===== src/logic/uout_pkg.sv =====
// How it works
// [RL1] frequency mode gives a 50% duty square wave at a rate set by flow.
// [RL2] lower threshold maps to 0 Hz, upper to max frequency, capped 3000 Hz.
// [RL3] the scale factor comes from both thresholds and max frequency.
// [RL4] pulse mode sends, each second, last second's volume over the weight.
// [RL5] burst pulses are square, period twice the width, at most 500 Hz.
// [RL6] pulse width is 1 to 500 ms; weight comes from upper flow and width.
// [RL7] logical mode drives the active level while the event is present.
// [RL8] pulse-mode batch signalling sends one pulse when a batch completes.
// [RL9] logical-mode batch signalling changes level at batch start and stop.
// [RL10] function, mode and parameters are set by ports; output can be off.
// [RL11] bursts are suppressed while flow is above the overflow limit.
// [RL12] flow below lower gives no pulses, above upper holds max frequency.
package uout_pkg;
	localparam int FLOW_W          = 16;
	localparam int FMAX_W          = 12;
	localparam int TAU_W           = 9;
	localparam int VOL_W           = 24;
	localparam int TMR_W           = 25;
	localparam int CLK_PERIOD_NS   = 20;
	localparam int MS_NS           = 1000000;
	localparam int CYC_PER_MS      = MS_NS / CLK_PERIOD_NS;
	localparam int CLK_HZ          = 50000000;
	localparam int MILLI_PER_UNIT  = 1000;
	localparam int SQUARE_RATIO    = 2;
	localparam logic [FMAX_W-1:0] FMAX_LIMIT_HZ = 12'hBB8;
	localparam logic [TAU_W-1:0]  TAU_MIN_MS    = 9'h001;
	localparam logic [TAU_W-1:0]  TAU_MAX_MS    = 9'h1F4;
	localparam int BURST_MAX_HZ    = 500;
	typedef enum logic [1:0] {
		MODE_OFF,
		MODE_FREQ,
		MODE_PULSE,
		MODE_LOGIC
	} out_mode_t;
	typedef enum logic [1:0] {
		PG_IDLE,
		PG_HIGH,
		PG_LOW
	} pg_state_t;
endpackage


===== src/logic/flow_universal_output.sv =====
`timescale 1ns/100ps
module flow_universal_output
	import uout_pkg::*;
#(
	parameter int CYC_PER_SEC = CLK_HZ
) (
	input  wire logic              i_ref_clk,
	input  wire logic              i_sys_rst,
	input  wire out_mode_t         i_out_mode,
	input  wire logic [FLOW_W-1:0] i_flow_rate,
	input  wire logic [FLOW_W-1:0] i_flow_lower,
	input  wire logic [FLOW_W-1:0] i_flow_upper,
	input  wire logic [FMAX_W-1:0] i_freq_max,
	input  wire logic [TAU_W-1:0]  i_pulse_ms,
	input  wire logic [VOL_W-1:0]  i_vol_last_sec,
	input  wire logic              i_flow_over,
	input  wire logic              i_active_high,
	input  wire logic              i_event,
	input  wire logic              i_batch_sel,
	input  wire logic              i_batching,
	input  wire logic              i_batch_done,
	output logic                   o_uout,
	output logic [25:0]            o_pulse_volume_weight
);

	// ------------------------------------------------------------
	// helpers
	// ------------------------------------------------------------
	function automatic logic level_of(input logic act, input logic present);
		return present ? act : ~act;
	endfunction

	// ------------------------------------------------------------
	// frequency mode
	// ------------------------------------------------------------
	logic [FMAX_W-1:0] fmax_c;
	logic [FLOW_W-1:0] span;
	logic [FLOW_W-1:0] q_eff;
	logic [28:0]       step;
	logic [41:0]       limit;
	logic [42:0]       acc_r;
	logic [42:0]       acc_sum;
	logic              freq_lvl_r;
	logic              span_ok;

	always_comb begin
		fmax_c = (i_freq_max > FMAX_LIMIT_HZ) ? FMAX_LIMIT_HZ
			: i_freq_max; // see [RL2]
		span_ok = i_flow_upper > i_flow_lower;
		span = span_ok ? i_flow_upper - i_flow_lower : '0;
		if (!span_ok || i_flow_rate <= i_flow_lower)
			q_eff = '0; // see [RL12]
		else if (i_flow_rate >= i_flow_upper)
			q_eff = span; // see [RL12]
		else
			q_eff = i_flow_rate - i_flow_lower;
		// scale factor fmax/span applied as a rate ratio, see [RL3]
		step = 29'(SQUARE_RATIO) * 29'(fmax_c) * 29'(q_eff);
		limit = 42'(span) * 42'(CYC_PER_SEC);
		acc_sum = acc_r + 43'(step);
	end

	always_ff @(posedge i_ref_clk or posedge i_sys_rst) begin
		if (i_sys_rst) begin
			acc_r <= '0;
			freq_lvl_r <= 1'h0;
		end else if (i_out_mode != MODE_FREQ || !span_ok) begin
			acc_r <= '0;
			freq_lvl_r <= 1'h0;
		end else if (acc_sum >= 43'(limit)) begin
			acc_r <= acc_sum - 43'(limit);
			freq_lvl_r <= ~freq_lvl_r; // see [RL1]
		end else begin
			acc_r <= acc_sum;
		end
	end

	// ------------------------------------------------------------
	// pulse width, weight and one-second tick
	// ------------------------------------------------------------
	logic [TAU_W-1:0] tau_c;
	logic [TMR_W-1:0] tau_cyc;
	logic [25:0]      sec_cnt_r;
	logic             sec_tick;

	always_comb begin
		if (i_pulse_ms < TAU_MIN_MS)
			tau_c = TAU_MIN_MS; // see [RL6]
		else if (i_pulse_ms > TAU_MAX_MS)
			tau_c = TAU_MAX_MS; // see [RL6]
		else
			tau_c = i_pulse_ms;
		tau_cyc = TMR_W'(tau_c) * TMR_W'(CYC_PER_MS);
		sec_tick = sec_cnt_r == 26'(CYC_PER_SEC - 1);
	end

	always_ff @(posedge i_ref_clk or posedge i_sys_rst) begin
		if (i_sys_rst)
			o_pulse_volume_weight <= '0;
		else
			o_pulse_volume_weight <= 26'(SQUARE_RATIO) * 26'(i_flow_upper)
				* 26'(tau_c); // see [RL6]
	end

	always_ff @(posedge i_ref_clk or posedge i_sys_rst) begin
		if (i_sys_rst)
			sec_cnt_r <= '0;
		else if (sec_tick)
			sec_cnt_r <= '0;
		else
			sec_cnt_r <= sec_cnt_r + 26'h0000001;
	end

	// ------------------------------------------------------------
	// volume credit and pulse generator
	// ------------------------------------------------------------
	logic [35:0] credit_r;
	logic        burst_mode;
	logic        batch_pend_r;
	logic        batch_req;
	logic        burst_req;
	logic        pg_start;
	pg_state_t   pg_st_r;
	logic [TMR_W-1:0] tmr_r;

	always_comb begin
		burst_mode = i_out_mode == MODE_PULSE && !i_batch_sel;
		batch_req = i_out_mode == MODE_PULSE && i_batch_sel
			&& batch_pend_r;
		burst_req = burst_mode && !i_flow_over // see [RL11]
			&& o_pulse_volume_weight != '0
			&& credit_r >= 36'(o_pulse_volume_weight); // see [RL4]
		pg_start = pg_st_r == PG_IDLE && (burst_req || batch_req);
	end

	always_ff @(posedge i_ref_clk or posedge i_sys_rst) begin
		if (i_sys_rst)
			credit_r <= '0;
		else if (!burst_mode)
			credit_r <= '0;
		else if (sec_tick && !i_flow_over) // see [RL11]
			credit_r <= credit_r + 36'(i_vol_last_sec)
				* 36'(MILLI_PER_UNIT)
				- (pg_start ? 36'(o_pulse_volume_weight) : 36'h0);
		else if (pg_start)
			credit_r <= credit_r - 36'(o_pulse_volume_weight); // see [RL4]
	end

	always_ff @(posedge i_ref_clk or posedge i_sys_rst) begin
		if (i_sys_rst)
			batch_pend_r <= 1'h0;
		else if (i_batch_done && i_out_mode == MODE_PULSE && i_batch_sel)
			batch_pend_r <= 1'h1; // see [RL8]
		else if (pg_start)
			batch_pend_r <= 1'h0;
	end

	always_ff @(posedge i_ref_clk or posedge i_sys_rst) begin
		if (i_sys_rst) begin
			pg_st_r <= PG_IDLE;
			tmr_r <= '0;
		end else if (i_out_mode != MODE_PULSE) begin
			pg_st_r <= PG_IDLE;
			tmr_r <= '0;
		end else begin
			case (pg_st_r)
				PG_IDLE: begin
					if (pg_start) begin
						pg_st_r <= PG_HIGH;
						tmr_r <= tau_cyc - TMR_W'(1); // see [RL5]
					end
				end
				PG_HIGH: begin
					if (tmr_r == '0) begin
						pg_st_r <= PG_LOW;
						tmr_r <= tau_cyc - TMR_W'(1); // see [RL5]
					end else begin
						tmr_r <= tmr_r - TMR_W'(1);
					end
				end
				PG_LOW: begin
					if (tmr_r == '0)
						pg_st_r <= PG_IDLE;
					else
						tmr_r <= tmr_r - TMR_W'(1);
				end
				default: begin
					pg_st_r <= PG_IDLE;
				end
			endcase
		end
	end

	// ------------------------------------------------------------
	// output select
	// ------------------------------------------------------------
	always_ff @(posedge i_ref_clk or posedge i_sys_rst) begin
		if (i_sys_rst) begin
			o_uout <= 1'h0;
		end else begin
			case (i_out_mode) // see [RL10]
				MODE_FREQ:  o_uout <= freq_lvl_r;
				MODE_PULSE: o_uout <= pg_st_r == PG_HIGH;
				MODE_LOGIC: o_uout <= i_batch_sel
					? level_of(i_active_high, i_batching) // see [RL9]
					: level_of(i_active_high, i_event); // see [RL7]
				default:    o_uout <= 1'h0;
			endcase
		end
	end

	// ------------------------------------------------------------
	// checks
	// ------------------------------------------------------------
	property p_off_low;
		@(posedge i_ref_clk) disable iff (i_sys_rst)
		i_out_mode == MODE_OFF |=> !o_uout;
	endproperty
	a_off_low: assert property (p_off_low) // see [RL10]
		else $error("disabled output not low");

	property p_logic_level;
		@(posedge i_ref_clk) disable iff (i_sys_rst)
		i_out_mode == MODE_LOGIC && !i_batch_sel
			|=> o_uout == ($past(i_event) ? $past(i_active_high)
				: !$past(i_active_high));
	endproperty
	a_logic_level: assert property (p_logic_level) // see [RL7]
		else $error("logical level wrong");

	property p_batch_level;
		@(posedge i_ref_clk) disable iff (i_sys_rst)
		i_out_mode == MODE_LOGIC && i_batch_sel && $changed(i_batching)
			&& $stable(i_active_high) ##1 i_out_mode == MODE_LOGIC
			|-> $changed(o_uout);
	endproperty
	a_batch_level: assert property (p_batch_level) // see [RL9]
		else $error("batch level did not change");

	property p_high_len;
		@(posedge i_ref_clk) disable iff (i_sys_rst)
		pg_st_r == PG_IDLE ##1 pg_st_r == PG_HIGH
			|-> tmr_r == tau_cyc - TMR_W'(1) || $changed(i_pulse_ms);
	endproperty
	a_high_len: assert property (p_high_len) // see [RL5]
		else $error("pulse width load wrong");

	property p_overflow_hold;
		@(posedge i_ref_clk) disable iff (i_sys_rst)
		sec_tick && i_flow_over |=> credit_r <= $past(credit_r);
	endproperty
	a_overflow_hold: assert property (p_overflow_hold) // see [RL11]
		else $error("credit grew during overflow");

	property p_below_lower;
		@(posedge i_ref_clk) disable iff (i_sys_rst)
		i_out_mode == MODE_FREQ && i_flow_rate <= i_flow_lower
			&& !freq_lvl_r |=> !freq_lvl_r;
	endproperty
	a_below_lower: assert property (p_below_lower) // see [RL12]
		else $error("pulses below lower threshold");

	property p_fmax_cap;
		@(posedge i_ref_clk) disable iff (i_sys_rst)
		fmax_c <= FMAX_LIMIT_HZ && (i_freq_max > FMAX_LIMIT_HZ
			|| fmax_c == i_freq_max);
	endproperty
	a_fmax_cap: assert property (p_fmax_cap) // see [RL2]
		else $error("max frequency not capped");

	property p_batch_pulse;
		@(posedge i_ref_clk) disable iff (i_sys_rst)
		i_batch_done && i_batch_sel && pg_st_r == PG_IDLE
			&& i_out_mode == MODE_PULSE ##1 i_out_mode == MODE_PULSE
			|-> ##1 pg_st_r == PG_HIGH;
	endproperty
	a_batch_pulse: assert property (p_batch_pulse) // see [RL8]
		else $error("batch pulse not started");

	property p_weight;
		@(posedge i_ref_clk) disable iff (i_sys_rst)
		1'h1 |=> o_pulse_volume_weight == 26'(SQUARE_RATIO)
			* 26'($past(i_flow_upper)) * 26'($past(tau_c));
	endproperty
	a_weight: assert property (p_weight) // see [RL6]
		else $error("pulse weight wrong");

endmodule // flow_universal_output


===== config.mk =====
export PLATFORM = sky130hd
export DESIGN_NAME = flow_universal_output
export DESIGN_NICKNAME = d
export VERILOG_FILES = /design/src/logic/uout_pkg.sv /design/src/logic/flow_universal_output.sv
export SDC_FILE = /design/constraint.sdc
export NUM_CORES = 2
export LEC_CHECK = 0
export BUFFER_PORTS_ARGS = -buffer_cell sky130_fd_sc_hd__buf_2
export CAP_MARGIN = 40
export CELL_PAD_IN_SITES_DETAIL_PLACEMENT = 2
export CELL_PAD_IN_SITES_GLOBAL_PLACEMENT = 2
export CORE_UTILIZATION = 41
export DETAILED_ROUTE_END_ITERATION = 10
export GPL_TIMING_DRIVEN = 1
export MAX_ROUTING_LAYER = met4
export PLACE_DENSITY = 0.92
export REMOVE_ABC_BUFFERS = 1
export SLEW_MARGIN = 20
export SYNTH_ARGS = -nofsm -noshare
export SYNTH_HDL_FRONTEND = slang
export SYNTH_SLANG_ARGS = --single-unit

===== constraint.sdc =====
create_clock -name i_ref_clk -period 8.2 [get_ports i_ref_clk]
set_input_delay 2.46 -clock i_ref_clk [delete_from_list [all_inputs] [get_ports i_ref_clk]]
set_output_delay 2.46 -clock i_ref_clk [all_outputs]
set_load 0.005 [all_outputs]

==> qor.txt, run 1 <==
Synth async-reset ratio = 100%
synth unique cells = 96
Starting Density = 41.6%
Synth top area share = 25.0%
RD Place Congestion = 0.995
Mapped Area = 38400 µm²
Avg Inst Size Synth = 8.54 µm²
Yosys reg bits = 158
Die Span Y = 308 µm
status = did not finish
I/O pin cnt = 130
post-synth top area cell = fa_1
Post-synth EDFFs = 0
Placement Rows = 111
Exit stage = 3_5_place_dp
Die Width = 308 µm
sequential element share of the synthesized area = 10.3%
top_reg_cell synth = dfrtp_1
IO Port Bufs = 128
error msg = [ERROR DPL-0033] detailed placement checks failed during check placement.
hpwl dp = 229 mm
top cells by area, synth = fa_1, ha_1, dfrtp_1, inv_1, nand2_1
Mapped Cells = 4493
Ys Warns = 0
## cells in the mapped netlist (11+ instances only)
library cell and count:
o21bai_1 32, mux2i_1 16, a21o_1 124, or2_2 19
a31oi_1 18, a21boi_0 18, o31a_1 11, xor2_1 90
buf_1 11, dfrtp_1 158, buf_2 12, o21a_1 55
o22ai_1 21, fa_1 479, a21oi_1 246, and2_1 103
a31o_2 15, xnor2_1 175, nor4_1 30, o31ai_1 11
a211oi_1 56, nand4_1 49, nor2b_1 41, ha_1 539
nor3_1 80, nor2_1 250, or3_1 35, o211ai_1 22
o21ai_0 167, nand2b_1 54, nand2_1 427, clkbuf_1 89
inv_1 706, and3_1 52, nand3_1 82
## cell families after synthesis
logic type / after synthesis / synth area share [%]
buf+inv: 828 / 8.31
simple gates: 1287 / 16.5
fa+ha+maj: 1018 / 42.6
flops: 158 / 10.3
other cells: 1 / 0.00977
compound gates: 917 / 15.8
xor+xnor: 265 / 6.05
mux: 19 / 0.505
## through the flow
stage / hold slack, ns / worst slack (ns)
3_3_place_gp: 0.441 / -6.53
2_1_floorplan: 0.425 / -9.16
==> run 2: changes to the inputs <==
--- a/config.mk
+++ b/config.mk
@@ -7,13 +7,10 @@
 export LEC_CHECK = 0
 export BUFFER_PORTS_ARGS = -buffer_cell sky130_fd_sc_hd__buf_2
 export CAP_MARGIN = 40
-export CELL_PAD_IN_SITES_DETAIL_PLACEMENT = 2
-export CELL_PAD_IN_SITES_GLOBAL_PLACEMENT = 2
-export CORE_UTILIZATION = 41
+export CORE_UTILIZATION = 40
 export DETAILED_ROUTE_END_ITERATION = 10
 export GPL_TIMING_DRIVEN = 1
-export MAX_ROUTING_LAYER = met4
-export PLACE_DENSITY = 0.92
+export PLACE_DENSITY_LB_ADDON = 0.15
 export REMOVE_ABC_BUFFERS = 1
 export SLEW_MARGIN = 20
 export SYNTH_ARGS = -nofsm -noshare
==> qor.txt, run 2 <==
Placed Area = 47500 µm²
max-cap violations = 0
first-pass GRT wire length = 195 mm
Crit path arrival time = 14.24 ns
CP bufs+invs = 15
Yosys reg bits = 158
top cells by area, synth = fa_1, ha_1, dfrtp_1, inv_1, nand2_1
Critical Path Source Type = input pin
top_reg_cell synth = dfrtp_1
fin cells = 6855
Hold Violations, Final = 0
I/O pin cnt = 130
Mapped Cells = 4493
number of global-route vias before repair = 36000
most used cell, CP = inv_2
worst-path maximum fanout = 6
Layout area overhead = 31.8%
pin count of the biggest net entering global routing = 46
Synth Area in Compound Gates = 15.8%
reg2reg path depth = 26
Post-DRT Antenna Nets = 0
Design Area, Final = 50600 µm²
status = finished, violations left
RD Place Congestion = 0.934
vias = 35400
IO Port Bufs = 128
Starting Density = 40.4%
Ys Warns = 0
grt ovf = 0
Most flops, register = acc_r
Die Span Y = 312 µm
Synth async-reset ratio = 100%
most common cell after layout, fill and taps aside = buf_4
Final setup viols = 51
crit path max-delay cell type = fa_1
Largest regs = acc_r: 42 flops, credit_r: 35 flops, sec_cnt_r: 26 flops
worst-margin pin slew = 0.797 ns
Tot GR Track Use = 25.6%
hold slack = 0.463 ns
total die area = 97200 µm²
Post-synth EDFFs = 0
CTS H-tree depth = 4
max reg flops = 42
Simple-Gate Fraction of Synth Area = 16.5%
CTS tree = built
initial antenna violation count = 13
sequential element share of the synthesized area = 10.3%
clock skew = 0.0295 ns
Post-Place Cells = 6742
Reg2Reg Launch Point = o_pulse_volume_weight[11]
most frequent cells in the layout = buf_4, inv_1, ha_1
Crit Path Class = input pin to flip-flop
crit end category = flip-flop
DRT iter0 DRCs = 1963
final critical-path setup slack = -5.59 ns
synth unique cells = 96
top cells by count, synth = inv_1, ha_1, fa_1, nand2_1, nor2_1
Synth top area share = 25.0%
Top delay family on crit path = compound AO/OA/AOI/OAI gates
final core occ = 53.2%
# DRC = 0
flop2flop setup slack = 1.96 ns
WHS Endpoint = sec_cnt_r[0]
hpwl dp = 104 mm
Mapped Area = 38400 µm²
reg-to-reg endpoint = credit_r[34]
core area = 95000 µm²
main combinational cell family by area after synthesis = adder cells
RSZ-0062 raised after global routing = yes
root buffer cell = clkbuf_16
most common cell in the netlist = inv_1
clk sink count = 158
max incr delay on CP = 0.59 ns
failing checks = negative setup slack
period utilization = 168%
Routed WL per cell = 17.9 µm
post-synthesis mux area share = 0.506%
minimum clock period after layout = 13.79 ns
post-synth top area cell = fa_1
Synth Area in Adders = 42.6%
Skew-Pair Late Insertion Delay = 0.53 ns
Via density = 5.16
worst-case clock buffer depth = 2
nets@finish = 6696
share of post-route cells with drive strength above 1 = 28.0%
Post-Synth XOR/XNOR Area = 6.05%
HP Start = sec_cnt_r[0]
max_slew headroom = 46.9%
DR pass1 iterations = 5
Die Width = 312 µm
Achievable Freq = 72.5 MHz
Reg clk slew, reported paths = 0.08 ns
Avg Inst Size Synth = 8.54 µm²
Final Max Slew Viols = 0
Hold Path Stages = 1
CTS buffer count = 17
Placement Rows = 113
total wire length = 123 mm
Worst Hold Class = flip-flop to flip-flop
Req. time, crit path = 8.65 ns
-- run 2: cell counts after synthesis --
Identical to the previous run, type by type.
-- run 2: timing repair --
| item | CTS | global route |
|---|---|---|
| gates cloned | 2 | 2 |
| pin swaps | 241 | 141 |
| setup endpoints to repair | 55 | 60 |
| hold buffers | 0 | 0 |
| endpoints found under the hold margin | 0 | 0 |
| gates resized for setup | 248 | 165 |
| buffers inserted | 55 | 33 |
-- run 2: how the worst max path moves through the flow --
stage	cells after the start	start	endpoint	slack [ns]
finish	58	i_flow_upper[0]	acc_r[26]	-5.59
global route	59	i_flow_upper[0]	acc_r[26]	-5.91
CTS	61	i_flow_upper[0]	acc_r[23]	-5.35
detailed placement	58	i_flow_rate[0]	acc_r[23]	-6.71
global placement	57	i_flow_rate[0]	acc_r[26]	-6.59
floorplan	52	i_flow_upper[0]	acc_r[31]	-9.16
-- run 2: cell type report --
cell class | instances | area (µm²)
Clock buffer | 17 | 425
Clock inverter | 15 | 169
Inverter | 706 | 2660
Sequential cell | 158 | 3950
Antenna cell | 2 | 5.00
Fill cell | 9048 | 44500
Tap cell | 1265 | 1580
Multi-Input combinational cell | 3507 | 32800
Timing Repair Buffer | 1185 | 8930
-- run 2: layer usage --
| metal | GRT usage, % | up-vias | wire length, µm |
|---|---|---|---|
| met1 | 36.0 | 17200 | 57700 |
| li1 | - | 17200 | - |
| met3 | 4.10 | 164 | 6980 |
| met2 | 40.2 | 780 | 54200 |
| met4 | 7.25 | 18 | 3460 |
| met5 | 0 | - | 125 |
-- run 2: stage by stage --
stage | setup TNS (ns) | setup WS [ns]
final | -206.53 | -5.59
after global routing | -222.22 | -5.91
after CTS | -196.03 | -5.35
after detailed placement | -266.92 | -6.71
after global placement | -263.16 | -6.59
after floorplan | -330.46 | -9.16
-- run 2: logic make-up after synthesis --
logic type,count (synthesis)
mux,19
simple gates,1287
fa+ha+maj,1018
buf+inv,828
compound gates,917
xor+xnor,265
other cells,1
flops,158
-- run 2: worst register-to-register path: stages, from the launching register on --
cell      delay, ns
dfrtp_1        0.58
inv_1          0.09
ha_1           0.39
and4_1         0.27
and4_1         0.20
o211ai_1       0.14
a311oi_2       0.59
nor4_4         0.07
o21ai_0        0.29
buf_4          0.29
and2_1         0.18
buf_4          0.22
nand2_1        0.11
fa_1           0.46
ha_1           0.35
a21o_1         0.19
a21o_1         0.18
a221o_1        0.30
a21o_1         0.17
a41oi_2        0.14
buf_4          0.16
o21ai_4        0.06
a31o_4         0.24
a41oi_2        0.15
buf_4          0.15
nor2_1         0.05
a211oi_2       0.16
Power of run 2 is left out: the tool's default activity adds up to more than one toggle a clock period on the data nets, which glitch-free logic cannot reach.
